`src/hw/hwic_pkg.sv`:
```
// How it works
// Each 6-bit rate code selects a fixed SCL divider and SDA hold count in bus clocks.
// The control register is read and written at any time and resets to zero.
// While module enable is low the serial side is held in reset, yet registers stay reachable.
// No other control bit has any effect until module enable is already set.
// A slave enabled mid-byte ignores that byte and wakes only on the next start condition.
// A master enabled mid-transfer cannot see the bus busy and may lose arbitration once.
// Software should set the shared port data bits 6 and 7 before clearing module enable.
// A low interrupt enable blocks the request but leaves any pending flag set.
// A high interrupt enable raises the request whenever the pending flag is set; the code also needs the flag's bit set in the mask register.
// The SCL period is twice the sum of first-tap delay, taps times tap spacing, and two; the code uses SCL tap minus one times tap spacing.
// Master select rising makes a START, falling makes a STOP, arbitration loss clears it silently.
// Software clears the pending flag by writing a one to it.
// Writing one to repeat start makes a repeated START when master, and it reads as zero.
// The divider and hold counters run only while enabled and restart on leaving reset.
package hwic_pkg;
  localparam logic [9:0] IDX_RATE     = 10'h0E1;
  localparam logic [9:0] IDX_CTRL     = 10'h0E2;
  localparam logic [9:0] IDX_STAT     = 10'h0E3;
  localparam logic [9:0] IDX_MASK     = 10'h0E4;
  localparam int         CTRL_EN      = 7;
  localparam int         CTRL_IE      = 6;
  localparam int         CTRL_MS      = 5;
  localparam int         CTRL_RPT     = 2;
  localparam int         CTRL_HALT    = 0;
  localparam int         STAT_BUSY    = 5;
  localparam int         STAT_ARB     = 4;
  localparam int         STAT_PEND    = 1;
  localparam logic [7:0] CTRL_RST     = 8'h00;
  localparam logic [7:0] CTRL_WMASK   = 8'hF9;
  localparam logic [7:0] STAT_RST     = 8'h00;
  localparam logic [7:0] STAT_W1C     = 8'h12;
  localparam logic [7:0] MASK_RST     = 8'h12;
  localparam logic [5:0] RATE_RST     = 6'h00;
  localparam logic [1:0] RESP_OKAY    = 2'h0;
  localparam logic [1:0] RESP_SLVERR  = 2'h2;
  // First-tap delay per prescale code, SCL tap minus one and SDA tap minus one per tap code.
  localparam logic [7:0][6:0] SCL2TAP = {7'h7E, 7'h3E, 7'h1E, 7'h0E, 7'h06, 7'h06, 7'h04, 7'h04};
  localparam logic [7:0][3:0] SCL_TM1 = {4'hE, 4'hB, 4'h9, 4'h8, 4'h7, 4'h6, 4'h5, 4'h4};
  localparam logic [7:0][1:0] SDA_TM1 = {2'h3, 2'h3, 2'h2, 2'h2, 2'h1, 2'h1, 2'h0, 2'h0};
  localparam logic [11:0] DIV_OFS     = 12'h002;
  localparam logic [11:0] HOLD_OFS    = 12'h003;

  typedef enum logic [6:0] {
    HWIC_IDLE    = 7'h01,
    HWIC_ST_SDA  = 7'h02,
    HWIC_OWN     = 7'h04,
    HWIC_SP_HOLD = 7'h08,
    HWIC_SP_SCL  = 7'h10,
    HWIC_RS_HOLD = 7'h20,
    HWIC_RS_SCL  = 7'h40
  } hwic_mstate_t;
endpackage

```
`src/hw/hwic_line_if.sv`:
```
`timescale 1ns/1ns
// Filtered bus line levels and start/stop events, one cycle pulses.
interface hwic_line_if;
  logic scl_lvl;
  logic sda_lvl;
  logic start_det;
  logic stop_det;
  modport src (output scl_lvl, output sda_lvl, output start_det, output stop_det);
  modport dst (input scl_lvl, input sda_lvl, input start_det, input stop_det);
endinterface

```
`src/hw/hwic_pin_sync.sv`:
```
`timescale 1ns/1ns
module hwic_pin_sync (
  input  wire logic   clk,
  input  wire logic   sys_rst,
  input  wire logic   scl_i,
  input  wire logic   sda_i,
  hwic_line_if.src    line
);
  typedef struct packed {
    logic [1:0] s1;
    logic [1:0] s2;
    logic [1:0] s3;
    logic [1:0] lvl;
    logic       start;
    logic       stop;
  } hwic_sync_t;

  hwic_sync_t r;
  hwic_sync_t n;
  logic [1:0] pin;

  assign pin = {scl_i, sda_i};

  // Bit 1 is SCL, bit 0 is SDA; a level is taken only once stages two and three agree.
  always_comb begin
    n = r;
    n.s1 = pin;
    n.s2 = r.s1;
    n.s3 = r.s2;
    for (int i = 0; i < 2; i++) begin
      if (r.s2[i] == r.s3[i]) begin
        n.lvl[i] = r.s3[i];
      end
    end
    n.start = r.lvl[1] && n.lvl[1] && r.lvl[0] && !n.lvl[0];
    n.stop  = r.lvl[1] && n.lvl[1] && !r.lvl[0] && n.lvl[0];
  end

  always_ff @(posedge clk or posedge sys_rst) begin
    if (sys_rst) begin
      r <= '{s1: 2'h3, s2: 2'h3, s3: 2'h3, lvl: 2'h3, start: 1'b0, stop: 1'b0};
    end else begin
      r <= n;
    end
  end

  assign line.scl_lvl   = r.lvl[1];
  assign line.sda_lvl   = r.lvl[0];
  assign line.start_det = r.start;
  assign line.stop_det  = r.stop;
endmodule

```
`src/hw/hwic_rate_dec.sv`:
```
`timescale 1ns/1ns
module hwic_rate_dec (
  input  wire logic [5:0]  rate_code,
  output logic      [11:0] scl_div,
  output logic      [9:0]  sda_hold
);
  logic [2:0]  hi;
  logic [2:0]  lo;
  logic [11:0] first;
  logic [11:0] hold_w;

  always_comb begin
    hi     = rate_code[5:3];
    lo     = rate_code[2:0];
    first  = {5'h00, hwic_pkg::SCL2TAP[hi]};
    // divider equation
    scl_div = (first + ({8'h00, hwic_pkg::SCL_TM1[lo]} << hi) + hwic_pkg::DIV_OFS) << 1;
    // hold equation
    hold_w   = first + ({10'h000, hwic_pkg::SDA_TM1[lo]} << hi) + hwic_pkg::HOLD_OFS;
    sda_hold = hold_w[9:0];
  end
endmodule

```
`src/hw/hwic_bus_ctrl.sv`:
```
// Added by the designer: register access over AXI4-Lite.
`timescale 1ns/1ns
module hwic_bus_ctrl (
  input  wire logic        clk,
  input  wire logic        sys_rst,
  input  wire logic [11:0] awaddr,
  input  wire logic        awvalid,
  output logic             awready,
  input  wire logic [31:0] wdata,
  input  wire logic [3:0]  wstrb,
  input  wire logic        wvalid,
  output logic             wready,
  output logic [1:0]       bresp,
  output logic             bvalid,
  input  wire logic        bready,
  input  wire logic [11:0] araddr,
  input  wire logic        arvalid,
  output logic             arready,
  output logic [31:0]      rdata,
  output logic [1:0]       rresp,
  output logic             rvalid,
  input  wire logic        rready,
  input  wire logic        cpu_wait,
  input  wire logic        scl_i,
  output logic             scl_o,
  output logic             scl_oe,
  input  wire logic        sda_i,
  output logic             sda_o,
  output logic             sda_oe,
  output logic             irq
);
  typedef struct packed {
    logic                   awready;
    logic                   wready;
    logic                   bvalid;
    logic [1:0]             bresp;
    logic [9:0]             aw_idx;
    logic [7:0]             wdat;
    logic                   wstb;
    logic                   arready;
    logic                   rvalid;
    logic [1:0]             rresp;
    logic [31:0]            rdata;
    logic [7:0]             ctrl;
    logic [5:0]             rate;
    logic [7:0]             stat;
    logic [7:0]             mask;
    logic                   busy;
    hwic_pkg::hwic_mstate_t st;
    logic [11:0]            tmr;
    logic                   scl_oe;
    logic                   sda_oe;
    logic                   drv_lvl;
    logic                   irq;
  } hwic_ctrl_t;

  localparam hwic_ctrl_t RST_VAL = '{
    awready: 1'b1, wready: 1'b1, arready: 1'b1,
    ctrl: hwic_pkg::CTRL_RST, stat: hwic_pkg::STAT_RST, mask: hwic_pkg::MASK_RST,
    rate: hwic_pkg::RATE_RST, st: hwic_pkg::HWIC_IDLE, default: '0};

  hwic_ctrl_t  r;
  hwic_ctrl_t  n;
  hwic_line_if line ();
  logic [11:0] scl_div;
  logic [9:0]  sda_hold;
  logic [11:0] half_ld;
  logic [11:0] hold_ld;
  logic        en;
  logic        halt;
  logic        tick;
  logic        do_wr;
  logic        wr_ok;
  logic        wr_ctrl;
  logic        ms_old;
  logic        ms_new;
  logic        arb;
  logic        own_evt;
  logic [7:0]  stat_rd;
  logic        rd_map;
  logic [7:0]  rd_val;

  hwic_pin_sync u_sync (
    .clk     (clk),
    .sys_rst (sys_rst),
    .scl_i   (scl_i),
    .sda_i   (sda_i),
    .line    (line.src)
  );

  hwic_rate_dec u_rate (
    .rate_code (r.rate),
    .scl_div   (scl_div),
    .sda_hold  (sda_hold)
  );

  assign half_ld = {1'b0, scl_div[11:1]} - 12'h001;
  assign hold_ld = {2'h0, sda_hold};
  assign en      = r.ctrl[hwic_pkg::CTRL_EN];
  assign halt    = r.ctrl[hwic_pkg::CTRL_HALT] && cpu_wait;
  assign tick    = (r.tmr == 12'h000) && !halt;
  assign stat_rd = r.stat | ({7'h00, r.busy} << hwic_pkg::STAT_BUSY);

  always_comb begin
    n       = r;
    arb     = 1'b0;
    own_evt = 1'b0;
    ms_old  = r.ctrl[hwic_pkg::CTRL_MS];
    ms_new  = r.wdat[hwic_pkg::CTRL_MS];

    // Address and data are taken independently; the write lands once both are held.
    if (r.awready && awvalid) begin
      n.awready = 1'b0;
      n.aw_idx  = awaddr[11:2];
    end
    if (r.wready && wvalid) begin
      n.wready = 1'b0;
      n.wdat   = wdata[7:0];
      n.wstb   = wstrb[0];
    end
    do_wr   = !r.awready && !r.wready && !r.bvalid;
    wr_ok   = r.aw_idx inside {hwic_pkg::IDX_RATE, hwic_pkg::IDX_CTRL,
                               hwic_pkg::IDX_STAT, hwic_pkg::IDX_MASK};
    wr_ctrl = do_wr && r.wstb && (r.aw_idx == hwic_pkg::IDX_CTRL);
    if (do_wr) begin
      n.bvalid = 1'b1;
      n.bresp  = wr_ok ? hwic_pkg::RESP_OKAY : hwic_pkg::RESP_SLVERR;
    end
    if (r.bvalid && bready) begin
      n.bvalid  = 1'b0;
      n.awready = 1'b1;
      n.wready  = 1'b1;
    end

    rd_map = 1'b1;
    case (araddr[11:2])
      hwic_pkg::IDX_RATE: rd_val = {2'h0, r.rate};
      // repeat start reads zero
      hwic_pkg::IDX_CTRL: rd_val = r.ctrl;
      hwic_pkg::IDX_STAT: rd_val = stat_rd;
      hwic_pkg::IDX_MASK: rd_val = r.mask;
      default: begin
        rd_val = 8'h00;
        rd_map = 1'b0;
      end
    endcase
    if (r.arready && arvalid) begin
      n.arready = 1'b0;
      n.rvalid  = 1'b1;
      n.rdata   = {24'h000000, rd_val};
      n.rresp   = rd_map ? hwic_pkg::RESP_OKAY : hwic_pkg::RESP_SLVERR;
    end
    if (r.rvalid && rready) begin
      n.rvalid  = 1'b0;
      n.arready = 1'b1;
    end

    // control storage
    if (wr_ctrl) begin
      n.ctrl = r.wdat & hwic_pkg::CTRL_WMASK;
    end
    if (do_wr && r.wstb && (r.aw_idx == hwic_pkg::IDX_RATE)) begin
      n.rate = r.wdat[5:0];
    end
    if (do_wr && r.wstb && (r.aw_idx == hwic_pkg::IDX_MASK)) begin
      n.mask = r.wdat;
    end

    // counters tick
    if (r.tmr != 12'h000 && !halt) begin
      n.tmr = r.tmr - 12'h001;
    end

    // SCL release waits for the line to rise, so a stretching slave extends the phase.
    case (r.st)
      hwic_pkg::HWIC_ST_SDA: begin
        if (tick) begin
          n.st    = hwic_pkg::HWIC_OWN;
          own_evt = 1'b1;
        end
      end
      hwic_pkg::HWIC_SP_HOLD: begin
        if (tick) begin
          n.st  = hwic_pkg::HWIC_SP_SCL;
          n.tmr = half_ld;
        end
      end
      hwic_pkg::HWIC_SP_SCL: begin
        if (!line.scl_lvl) begin
          n.tmr = half_ld;
        end else if (tick) begin
          n.st = hwic_pkg::HWIC_IDLE;
        end
      end
      hwic_pkg::HWIC_RS_HOLD: begin
        if (tick) begin
          n.st  = hwic_pkg::HWIC_RS_SCL;
          n.tmr = half_ld;
        end
      end
      hwic_pkg::HWIC_RS_SCL: begin
        if (!line.scl_lvl) begin
          n.tmr = half_ld;
        end else if (tick) begin
          n.st  = hwic_pkg::HWIC_ST_SDA;
          n.tmr = half_ld;
        end
      end
      hwic_pkg::HWIC_IDLE, hwic_pkg::HWIC_OWN: begin
        n.st = r.st;
      end
      default: begin
        n.st = hwic_pkg::HWIC_IDLE;
      end
    endcase

    // effects need prior enable
    if (wr_ctrl && en) begin
      if (!ms_old && ms_new) begin
        // busy is known only from starts seen since enable
        if (r.st == hwic_pkg::HWIC_IDLE && !r.busy) begin
          // start on rise
          n.st  = hwic_pkg::HWIC_ST_SDA;
          n.tmr = half_ld;
        end else begin
          arb = 1'b1;
        end
      end else if (ms_old && !ms_new && r.st == hwic_pkg::HWIC_OWN) begin
        // stop on fall
        n.st  = hwic_pkg::HWIC_SP_HOLD;
        n.tmr = hold_ld;
      end else if (r.wdat[hwic_pkg::CTRL_RPT]) begin
        // repeated start
        if (!ms_old) begin
          arb = 1'b1;
        end else if (ms_new && r.st == hwic_pkg::HWIC_OWN) begin
          n.st  = hwic_pkg::HWIC_RS_HOLD;
          n.tmr = hold_ld;
        end
      end
    end
    if (line.stop_det && r.st == hwic_pkg::HWIC_OWN) begin
      arb = 1'b1;
    end
    // silent clear on loss
    if (arb) begin
      n.ctrl[hwic_pkg::CTRL_MS] = 1'b0;
      n.st                      = hwic_pkg::HWIC_IDLE;
    end

    // busy is learnt only from a start seen after enable
    if (line.start_det) begin
      n.busy = 1'b1;
    end else if (line.stop_det) begin
      n.busy = 1'b0;
    end

    // clear by writing one; a same-cycle event still sets
    if (do_wr && r.wstb && (r.aw_idx == hwic_pkg::IDX_STAT)) begin
      n.stat = r.stat & ~(r.wdat & hwic_pkg::STAT_W1C);
    end
    if (arb) begin
      n.stat[hwic_pkg::STAT_ARB]  = 1'b1;
      n.stat[hwic_pkg::STAT_PEND] = 1'b1;
    end
    if (own_evt) begin
      n.stat[hwic_pkg::STAT_PEND] = 1'b1;
    end

    // serial side held in reset
    if (!en) begin
      n.st   = hwic_pkg::HWIC_IDLE;
      n.tmr  = 12'h000;
      n.busy = 1'b0;
      n.stat = hwic_pkg::STAT_RST;
    end

    n.scl_oe  = n.st inside {hwic_pkg::HWIC_OWN, hwic_pkg::HWIC_SP_HOLD, hwic_pkg::HWIC_RS_HOLD};
    n.sda_oe  = n.st inside {hwic_pkg::HWIC_ST_SDA, hwic_pkg::HWIC_OWN,
                             hwic_pkg::HWIC_SP_HOLD, hwic_pkg::HWIC_SP_SCL};
    n.drv_lvl = 1'b0;
    // gate without clearing
    // request follows flag
    n.irq = n.ctrl[hwic_pkg::CTRL_EN] && n.ctrl[hwic_pkg::CTRL_IE] && |(n.stat & n.mask);
  end

  always_ff @(posedge clk or posedge sys_rst) begin
    if (sys_rst) begin
      r <= RST_VAL;
    end else begin
      r <= n;
    end
  end

  assign awready = r.awready;
  assign wready  = r.wready;
  assign bvalid  = r.bvalid;
  assign bresp   = r.bresp;
  assign arready = r.arready;
  assign rvalid  = r.rvalid;
  assign rdata   = r.rdata;
  assign rresp   = r.rresp;
  assign scl_oe  = r.scl_oe;
  assign sda_oe  = r.sda_oe;
  assign scl_o   = r.drv_lvl;
  assign sda_o   = r.drv_lvl;
  assign irq     = r.irq;
endmodule

```
`config.mk`:
```
export PLATFORM = sky130hd
export DESIGN_NAME = hwic_bus_ctrl
export DESIGN_NICKNAME = d
export VERILOG_FILES = /design/src/hw/hwic_pkg.sv /design/src/hw/hwic_line_if.sv /design/src/hw/hwic_pin_sync.sv /design/src/hw/hwic_rate_dec.sv /design/src/hw/hwic_bus_ctrl.sv
export SDC_FILE = /design/constraint.sdc
export NUM_CORES = 1
export LEC_CHECK = 0
export BUFFER_PORTS_ARGS = -buffer_cell sky130_fd_sc_hd__buf_2
export CAP_MARGIN = 20
export CORE_ASPECT_RATIO = 0.5
export CORE_UTILIZATION = 45
export DETAILED_ROUTE_END_ITERATION = 10
export GPL_TIMING_DRIVEN = 0
export PLACE_DENSITY_LB_ADDON = 0.1
export SLEW_MARGIN = 20
export SYNTH_ARGS = -nofsm -noshare
export SYNTH_HDL_FRONTEND = slang
export SYNTH_SLANG_ARGS = --single-unit
```
`constraint.sdc`:
```
create_clock -name clk -period 6.7 [get_ports clk]
set_clock_uncertainty 0.1 [all_clocks]
set_input_delay 0 -clock clk [delete_from_list [all_inputs] [get_ports clk]]
set_output_delay 0 -clock clk [all_outputs]
set_load 0.01 [all_outputs]
```
==> results.md, run 1 <==
* Design area at between 0.007 and 0.008 mm²
* Combinational Power Share at 22.0%
* Met3 usage at 6.276%
* Via count at between 5000 and 6000
* Hold-fix buffer count after cts at 29
* Int Pwr at 1.086 mW
* Post-Route Utilization at 55.61%
* Final period util at 62.56%
* Slowest CP cell: a221oi_2
* GR peak layer: met2
* Clock power share at 31.9%
* Max clock buf depth at 2
* CTS H-tree lvls at 3
* CP endpoint kind: flip-flop
* Post-Synthesis Cells at 702
* Inserted Clock Buffers at 9
* Initial antenna violation count at 0
* Die ar. at 0.01465 mm²
* Worst rel slew slack at 37.35%
* Final Hold Fails at 0
* Worst Path Required at 6830 ps
* Ys flop type: dfrtp_1
* Status: finished, final reports clean
* DRC Markers at 0
* P&R area growth vs syn at 19.38%
* Post-DP Area at ~0.007 mm²
* Via-to-Cell Ratio at 5.494
* Worst IR Drop VDD at 0.0001569 V
* Root buffer cell: clkbuf_16
* Crit Path Class: flip-flop to flip-flop
* Drt pass-1 iters at 4
* EDFF count, synth at 0
* Post-CTS setup buffer count at 0
* Max-Cap Viols at 0
* Std-Cell Rows at 30
* Post-synthesis sequential area ratio at 37.63%
* Clk_lat worst skew at 350 ps
* Post-detail-place hpwl at 12280 µm
* Lkg Pwr at ~3.5 nW
* Sequential power share at between 40 and 50%
* Die Wd at 170.2 µm
* RD Place Congestion at 0.9249
* Vias in the first global route at 5199
* Sw frac at 32.20%
* Sink Count at 95
* Hold WS at 95.73 ps
* GR Overflow Total at 0
* Netlist cell types at 80
* Max incr delay on CP at 460 ps
* N_diodes at 0
* Share of layout cells above drive strength 1 at between 20% and 30%
* Worst Path Max Fanout at 10
* Synthesized cell area at 0.006365 mm²
* 1st-iter DRT viols at about 340
* Asr flop ratio synth at 100.0%
* Final Net Count at roughly 900
* Clock slew at reported path FFs at 80 ps
* CTS tree: yes
* Synthesis Warnings at 0
* Starting Density at 46.58%
* Worst-path cell chain: clkbuf_1, inv_2, a221oi_2, o2bb2ai_1, ha_1, ha_1, a211o_1, and2_1, o31ai_1, xor2_1, nor3_1, xor2_1, a221oi_1
* Final Max Slew Viols at 0
* Count of state elements after synthesis at 95
* Routed WL at 16470 µm
* CTS resizes at 0
* Fin cells at 1024
* First-pass GRT wire length at 26890 µm
* Routed Antenna Nets at 0
* GRT Util Overall at 23.61%
* Most common cell after layout, fill and taps aside: nand2_1
* Final min period at 4191 ps
* Pwr Density at 210.9 mW/mm²
* Synth Area per Inst at just over 9 µm²
* Net Sw Power at a little over 500 µW
* Setup-failing EPs final at 0
* Most frequent cells in the layout: nand2_1 (88), dfrtp_1 (81), buf_2 (58)
* Hold Crit Class: input port to asynchronous set/reset pin
* Crit path DAT at around 4300 ps
* I/O Buffers at 55
* Worst-Margin Slew at around 930 ps
* IO Pins at about 120
* GRT met1 Usage at 34.77%
* Core Box Area at 0.01366 mm²
* GR Util met2 at 34.84%
* Setup crit start kind: flip-flop
* Placed cells at 979
* Setup TNS Final at 0 ps
* RSZ-0062 raised after global routing: no
* Largest net degree at the start of global routing at 60
* Fmax achieved at 0.2386 GHz
* DR WL/cell at 16.09 µm
* Die Span Y at ~86 µm
## registers in the layout (all words and copies together) (netlist names), 2 cells and up
register,cells
r,64
rdata,8
u_sync.n,4
u_sync.r,2
## power groups by stage
stage / registers [mW] / clock network (mW) / logic (mW)
2_1_floorplan: 0.723 / 0 / 0.246
6_report: 0.738 / 0.512 / 0.352
3_5_place_dp: 0.748 / 0 / 0.329
4_1_cts: 0.737 / 0.523 / 0.348
3_3_place_gp: 0.744 / 0 / 0.320
5_1_grt: 0.750 / 0.548 / 0.384
## path summary, 6_finish.rpt
kind | startpoint | endpoint | slack [ps] | depth (start not counted)
setup / recovery | r[43] | r[13] | 2510 | 13
hold / removal | sys_rst | bvalid | 100 | 3
max in group asynchronous | sys_rst | u_sync.r[4] | 5740 | 4
hold reg to reg | u_sync.n[6] | u_sync.n[4] | 260 | 0
setup reg to reg | r[43] | r[13] | 2510 | 13
min in group clk | scl_i | u_sync.n[7] | 190 | 2
## metal layers
layer	part of all wire (%)	vias to the layer above
met5	0	-
met4	0.46	0
met3	6.7	9
met2	43	179
met1	50	2715
li1	-	2723
## area by class of cell
cell class,count,area (µm²)
flip-flops and latches,95,2395
plain buffers,57,367.9
clock inverters,6,57.56
inverters,24,95.09
multi-input cells,555,3621
fillers,1250,6065
well taps,192,240.2
clock buffers,10,229.0
repair buffers,85,593.1
## through the flow
stage / total power, mW / setup slack [ps]
2_1_floorplan: 0.9698 / 3042
3_3_place_gp: 1.064 / 2585
3_5_place_dp: 1.077 / 2602
4_1_cts: 1.608 / 2555
5_1_grt: 1.683 / 2127
6_report: 1.602 / 2509
## logic make-up (layout without fill, tap and decap cells)
group	count (synthesis)	count (layout)	share of synthesized area, %
xor gates and xnor gates	28	28	3.853
other	1	30	0.05892
AOI/OAI and AO/OA	168	168	17.54
buffers and inverters	81	182	7.195
and+or+nand+nor	265	265	21.78
DFF	95	95	37.63
adders and majority gates	27	27	5.504
muxes	37	37	6.448
## synth_stat cells (6+ instances only)
cell type	number	area share (%)
nand3_1	19	1.5
dfrtp_1	81	32
buf_4	40	4.7
xnor2_1	9	1.2
and2_1	11	1.1
o21ai_1	6	0.47
a22oi_1	7	0.83
a21oi_1	28	2.2
nand2b_1	8	0.79
nor3_1	17	1.3
dfstp_2	14	5.8
clkbuf_1	14	0.83
nor2b_1	7	0.69
o21a_1	12	1.4
nor2_1	53	3.1
nand4_1	7	0.69
a211oi_1	6	0.71
o22ai_1	6	0.59
nand2_1	88	5.2
nor4_1	7	0.69
o21ai_0	48	3.8
inv_1	23	1.4
mux2i_1	7	1.1
mux2_2	29	5.1
ha_1	24	4.7
nand4b_1	6	0.83
a221oi_1	7	0.96
xor2_1	19	2.6
## worst max-delay path, delay by kind of cell, from the launching register on
| family | cells | cell delay, ps |
|---|---|---|
| XOR/XNOR | 2 | 530 |
| AO/OA/AOI/OAI | 5 | 1570 |
| adder cells (fa/ha/maj) | 2 | 610 |
| flip-flops | 1 | 370 |
| AND/OR/NAND/NOR | 2 | 330 |
| buffers and inverters | 2 | 580 |
Power figures use the tool's default switching activity.
==> inputs of run 2 (changes only) <==
==> constraint.sdc (replaced) <==
create_clock -name clk -period 4 [get_ports clk]
set_clock_uncertainty 0.1 [all_clocks]
set_input_delay 0 -clock clk [delete_from_list [all_inputs] [get_ports clk]]
set_output_delay 0 -clock clk [all_outputs]
set_load 0.01 [all_outputs]
==> run 2 against run 1 <==
- wire length rose by 1.1%
- combinational power rose by 70%
- clock-buffer cell count did not move
- sequential cell count did not move
- die area did not move
- highest routed layer unchanged
- worst hold slack improved by 2.6 ps
==> results.md, run 2 (synthesis gave the netlist of run 1 again) <==
* Routed WL at 16650 µm (+1.1%)
* DR WL/cell at 16.21 µm (+0.76%)
* Sw frac at 32.18% (about the same)
* Post-detail-place hpwl at 12280 µm (unchanged)
* Via-to-Cell Ratio at 5.492 (about the same)
* Starting Density at 46.58% (unchanged)
* Max-Cap Viols at 0 (unchanged)
* Root buffer cell: clkbuf_16
* IO Pins at 116 (unchanged)
* Drt pass-1 iters at 5 (+1)
* Worst setup margin at 169.0 ps (-2340 ps)
* Routed Antenna Nets at 0 (unchanged)
* Most frequent cells in the layout: nand2_1 (87), dfrtp_1 (79), buf_2 (58)
* Worst Path Max Fanout at 6 (-4)
* Fill cells at 1241 (-0.72%)
* Worst IR Drop VDD at 0.0002627 V (+67%)
* RD Place Congestion at 0.9249 (unchanged)
* Setup crit start kind: flip-flop
* Fin cells at 1027 (+0.29%)
* Worst path most repeated cell: xor2_1
* Crit Path Class: flip-flop to flip-flop
* GR Overflow Total at 0 (unchanged)
* Clk_lat worst skew at 350 ps (about the same)
* P&R area growth vs syn at 21.09%
* CP endpoint kind: flip-flop
* Most common cell after layout, fill and taps aside: nand2_1
* Final Net Count at 926 (+0.33%)
* Crit path DAT at 3960 ps (-360 ps)
* Lkg Pwr at 3.546 nW (+1.1%)
* First-pass GRT wire length at 26960 µm (+0.26%)
* Net Sw Power at 866.5 µW (+68%)
* Largest net degree at the start of global routing at 60 (unchanged)
* Hold WS at 98.30 ps (+2.570 ps)
* Status: finished, final reports clean
* I/O Buffers at 55 (unchanged)
* Worst-Margin Slew at 911.1 ps (-21.57 ps)
* Max clock buf depth at 2 (unchanged)
* Setup-failing EPs final at 0 (unchanged)
* CTS tree: yes
* Std-Cell Rows at 30 (unchanged)
* Final min period at 3831 ps (-360.2 ps)
* Sequential power share at 46.0% (about the same)
* Fmax achieved at 0.2610 GHz (+9.4%)
* Pwr Density at 349.4 mW/mm² (+66%)
* Core Box Area at 0.01366 mm² (unchanged)
* Slowest CP cell: dfrtp_2
* Clock power share at 31.8% (about the same)
* R2r setup slk at 170 ps (-2340 ps)
* Die Wd at 170.2 µm (unchanged)
* N_diodes at 0 (unchanged)
* Via count at 5640 (+0.25%)
* Vias in the first global route at 5219 (+0.38%)
* DP Worst Slack at -98.48 ps (-2700 ps)
* Share of layout cells above drive strength 1 at 23.59% (+2.0 points)
* Inserted Clock Buffers at 9 (unchanged)
* Die ar. at 0.01465 mm² (unchanged)
* Int Pwr at 1.826 mW (+68%)
* Worst Path Required at 4130 ps (-2700 ps)
* Hold Crit Class: input port to asynchronous set/reset pin
* Final Max Slew Viols at 0 (unchanged)
* Max incr delay on CP at 480 ps (+20 ps)
* Die Span Y at 86.10 µm (unchanged)
* DRC Markers at 0 (unchanged)
* Final period util at 95.77% (+33 points)
* Initial antenna violation count at 0 (unchanged)
* Worst-path cell chain: ha_4, mux2i_4, o21ai_0, o21ai_1, nor2_1, inv_1, ha_1, fa_2, a211o_1, and2_1, o31ai_2, xor2_1, nor3_1, xor2_1, a221oi_1
* 1st-iter DRT viols at 324 (-3.3%)
* Clock slew at reported path FFs at 80 ps (about the same)
* Final Hold Fails at 0 (unchanged)
* CTS H-tree lvls at 3 (unchanged)
* Worst rel slew slack at 38.79% (+1.4 points)
* Final Power at 2.693 mW (+68%)
* Most flop-heavy register: r
* Max reg flops at 64 (unchanged)
* Placed cells at 979 (unchanged)
* Combinational Power Share at 22.2% (+0.2 points)
* GRT Util Overall at 23.67% (+0.061 points)
* Sink Count at 95 (unchanged)
==> run 2: final cells by class <==
cell class	count	area [µm²]	share of cell area, %
clock inverter	6	57.56	0.7468
buffer	56	369.1	4.789
timing repair buffer	89	623.1	8.084
clock buffer	10	229.0	2.971
sequential	95	2397	31.10
multi-input combinational	555	3696	47.95
tap	192	240.2	3.117
inverter	24	95.09	1.234
==> run 2: timing repair <==
| item | CTS | global route |
|---|---|---|
| gates cloned | 0 | 0 |
| hold endpoints to repair | 112 | 0 |
| resized for setup | 4 | 19 |
| buffers inserted | 2 | 2 |
| pin swaps | 2 | 5 |
| endpoints found under the setup margin | 3 | 6 |
| hold buffers | 29 | 0 |
==> run 2: power groups by stage <==
stage | Sequential (mW) | Clock [mW] | Combinational [mW]
2_1_floorplan | 1.21 | 0 | 0.413
3_3_place_gp | 1.25 | 0 | 0.535
3_5_place_dp | 1.25 | 0 | 0.551
4_1_cts | 1.23 | 0.876 | 0.587
5_1_grt | 1.26 | 0.918 | 0.653
6_report | 1.24 | 0.856 | 0.599
==> run 2: worst paths after layout <==
path                       cells past startpoint        start     endpoint
max                                           15        r[41]        r[13]
min                                            3      sys_rst       bvalid
max reg2reg                                   15        r[41]        r[13]
min reg2reg                                    0  u_sync.n[6]  u_sync.n[4]
max in group asynchronous                      4      sys_rst  u_sync.r[4]
min in group clk                               2        scl_i  u_sync.n[7]
==> run 2: worst max-delay path: cells and delay by family (launching register included) <==
family                   cells  cell delay (ps)
adder cells (fa/ha/maj)      3              900
multiplexers                 1               70
XOR/XNOR                     2              450
buffers and inverters        1               60
flip-flops                   1              480
AO/OA/AOI/OAI                5             1140
AND/OR/NAND/NOR              3              500
==> run 2: per-stage QoR <==
stage / cell area (µm²) / TNS [ps] / util (%)
finish: 7707 / 0 / 56.41
global route: 7707 / -19.32 / 56.41
detailed placement: 7022 / -214.0 / 51.39
global placement: 6989 / -153.7 / 51.15
CTS: 7631 / -5.351 / 55.85
floorplan: 6474 / 0 / -
==> run 2: per-layer routing <==
metal	GRT usage [%]	routed length (µm)	vias to the layer above
met5	0	0	-
met4	4.095	78	0
met3	6.276	1265	10
met2	35.28	7111	179
met1	34.60	8191	2718
li1	-	-	2733
==> inputs of run 3 (changes only) <==
--- a/config.mk
+++ b/config.mk
@@ -9,10 +9,12 @@
 export CAP_MARGIN = 20
 export CORE_ASPECT_RATIO = 0.5
 export CORE_UTILIZATION = 45
+export CTS_BUF_LIST = sky130_fd_sc_hd__clkbuf_8 sky130_fd_sc_hd__clkbuf_16
 export DETAILED_ROUTE_END_ITERATION = 10
 export GPL_TIMING_DRIVEN = 0
 export PLACE_DENSITY_LB_ADDON = 0.1
 export SLEW_MARGIN = 20
 export SYNTH_ARGS = -nofsm -noshare
 export SYNTH_HDL_FRONTEND = slang
+export SYNTH_HIERARCHICAL = 1
 export SYNTH_SLANG_ARGS = --single-unit
==> run 3 against run 2 <==
- power up 4.0%
- area after synthesis up 2.6%
- die area up 2.5%
- critical path depth up 5
- register-to-register slack worse by 60 ps
- synthesized cell count up 0.43%
- wire length up 2.0%
- clock power up 0.9%
- maximum frequency down 1.4%
- critical endpoint unchanged
- largest cell class unchanged
==> results.md, run 3 <==
* Status: finished, final reports clean
* CTS tree: yes
* Register area at 0.002400 mm² (+0.10%)
* Hold Crit Class: input port to asynchronous set/reset pin
* Pwr Density at 344.6 mW/mm² (-1.4%)
* Worst IR Drop VDD at 0.0003673 V (+40%)
* Worst rel slew slack at 36.32% (-2.5 points)
* Crit Path Class: flip-flop to flip-flop
* Bufs and invs on worst path at 3 (+2)
* Via-to-Cell Ratio at 5.513 (+0.39%)
* Fill cells at 1242 (+0.081%)
* Post-detail-place hpwl at 12470 µm (+1.5%)
* GR Overflow Total at 0 (unchanged)
* Delay-heaviest family, CP: simple AND/OR/NAND/NOR gates
* Lkg Pwr at 3.721 nW (+4.9%)
* Worst path most repeated cell: ha_4
* Drt pass-1 iters at 6 (+1)
* Share of layout cells above drive strength 1 at 27.97% (+4.4 points)
* RSZ-0062 raised after global routing: yes
* Via count at 5750 (+2.0%)
* Clock slew at reported path FFs at 70 ps (about the same)
* Synthesis Warnings at 6 (+6)
* N_diodes at 0 (unchanged)
* P&R area growth vs syn at 24.54%
* Largest net degree at the start of global routing at 57 (-5.0%)
* Setup TNS Final at 0 ps (unchanged)
* Die Wd at 172.3 µm (+1.3%)
* Max clock buf depth at 2 (unchanged)
* Max-Cap Viols at 0 (unchanged)
* Routed WL at 16980 µm (+2.0%)
* CP endpoint kind: flip-flop
* RD Place Congestion at 0.8718 (-5.7%)
* Core Box Area at 0.01385 mm² (+1.4%)
* DP Worst Slack at -491.3 ps (-392.9 ps)
* I/O Buffers at 56 (+1.8%)
* Synth Area per Inst at 9.259 µm² (+2.1%)
* Most frequent cells in the layout: dfrtp_1 (77), buf_2 (60), nand2_1 (58)
* Clk_lat worst skew at 350 ps (about the same)
* Final Max Slew Viols at 0 (unchanged)
* Max reg flops at 64 (unchanged)
* First-pass GRT wire length at 26920 µm (-0.16%)
* Post-Synthesis Cells at 705 (+0.43%)
* Slowest CP cell: dfrtp_2
* Final Net Count at 942 (+1.7%)
* Fmax achieved at 0.2573 GHz (-1.4%)
* Starting Density at 47.13% (+0.54 points)
* Std-Cell Rows at 30 (unchanged)
* Worst Reg2Reg Path Length in Cells at 20 (+5)
* Synthesized cell area at 0.006528 mm² (+2.6%)
* Sink Count at 95 (unchanged)
* Final min period at 3886 ps (+55.14 ps)
* DR WL/cell at 16.28 µm (+0.45%)
* 1st-iter DRT viols at 432 (+33%)
* CTS H-tree lvls at 3 (unchanged)
* Root buffer cell: clkbuf_16
* Max incr delay on CP at 480 ps (about the same)
* Vias in the first global route at 5288 (+1.3%)
* Die ar. at 0.01502 mm² (+2.5%)
* Worst Path Max Fanout at 4 (-2)
* Final period util at 97.15% (+1.4 points)
* Setup-failing EPs final at 0 (unchanged)
* Die Span Y at 87.17 µm (+1.2%)
* Initial antenna violation count at 0 (unchanged)
* Reg2Reg Capture Point: r[13]
* IO Pins at 116 (unchanged)
* Setup crit start kind: flip-flop
* Final Hold Fails at 0 (unchanged)
* Inserted Clock Buffers at 9 (unchanged)
* Worst setup margin at 113.9 ps (-55.14 ps)
* Reg2reg start: r[41]
* Routed Antenna Nets at 0 (unchanged)
* R2r setup slk at 110 ps (-60 ps)
* Worst Path Required at 4180 ps (+50 ps)
* Worst-path cell chain: ha_4, mux2i_4, a21oi_2, nand2_1, ha_2, inv_1, ha_4, inv_2, fa_2, nor2b_2, o21ai_2, nor2b_4, xnor2_2, or3_4, nor4_4, xor2_1, buf_4, a22o_1, nand3_1, o21ai_1
* Most common cell after layout, fill and taps aside: dfrtp_1
* DRC Markers at 0 (unchanged)
* Worst-Margin Slew at 952.7 ps (+41.67 ps)
* GRT Util Overall at 23.37% (-0.30 points)
* Area taken by multi-input logic gates at 0.003934 mm² (+6.4%)
* Crit path DAT at 4060 ps (+100 ps)
* Most flop-heavy register: r
[run 3: area by class of cell]
class / count / share of cell area, %
multi-input combinational: 543 / 48.39
sequential: 95 / 29.52
timing repair buffer: 103 / 8.958
buffer: 64 / 5.064
tap: 192 / 2.955
clock buffer: 10 / 2.940
inverter: 30 / 1.416
clock inverter: 6 / 0.7542
[run 3: worst max path at each step]
| stage | from | end | slack, ps | cells after the start |
|---|---|---|---|---|
| after floorplan | r[41] | r[13] | 80 | 18 |
| after global placement | r[41] | r[13] | -480 | 18 |
| after detailed placement | r[41] | r[13] | -490 | 18 |
| after CTS | r[41] | r[13] | 2 | 20 |
| after global routing | r[41] | r[13] | -70 | 19 |
| final | r[41] | r[13] | 110 | 20 |
[run 3: timing repair]
item / in CTS / in global routing
gates resized for setup: 27 / 23
endpoints found under the setup margin: 7 / 6
hold buffers: 30 / 0
pin swaps: 13 / 20
endpoints found under the hold margin: 120 / 0
cloned: 0 / 0
setup buffers: 12 / 4
[run 3: routing by layer]
layer  GRT usage, %  wire (µm)  share of wire (%)  up-vias
li1               -          -                  -     2773
met1          35.15       8356                 49     2776
met2          34.57       7338                 43      189
met3          4.498       1149                6.8       12
met4          4.907        138               0.81        0
met5              0          0                  0        -
[run 3: power by group]
group	total, mW	switching (mW)	internal, mW
Sequential	1.25	0.144	1.10
Clock	0.864	0.408	0.455
Combinational	0.691	0.365	0.326
Total	2.80	0.917	1.88
[run 3: stage by stage]
stage                     hold WS [ps]  instance area, µm²  cells  utilization (%)  power (mW)
after CTS                        88.31                7985   1039            57.65       2.791
after detailed placement        -81.00                7189    982            51.91       1.876
after floorplan                 -265.5                6633    733                -       1.673
after global routing             120.3                8129   1043            58.69       2.949
final                            88.08                8129   1043            58.69       2.802
after global placement          -111.9                7153    981            51.64       1.851
[run 3: tightest hold or removal path, cell delays in order]
cell	delay, ps
dlygate4sd3_1	530
buf_2	140
inv_1	280
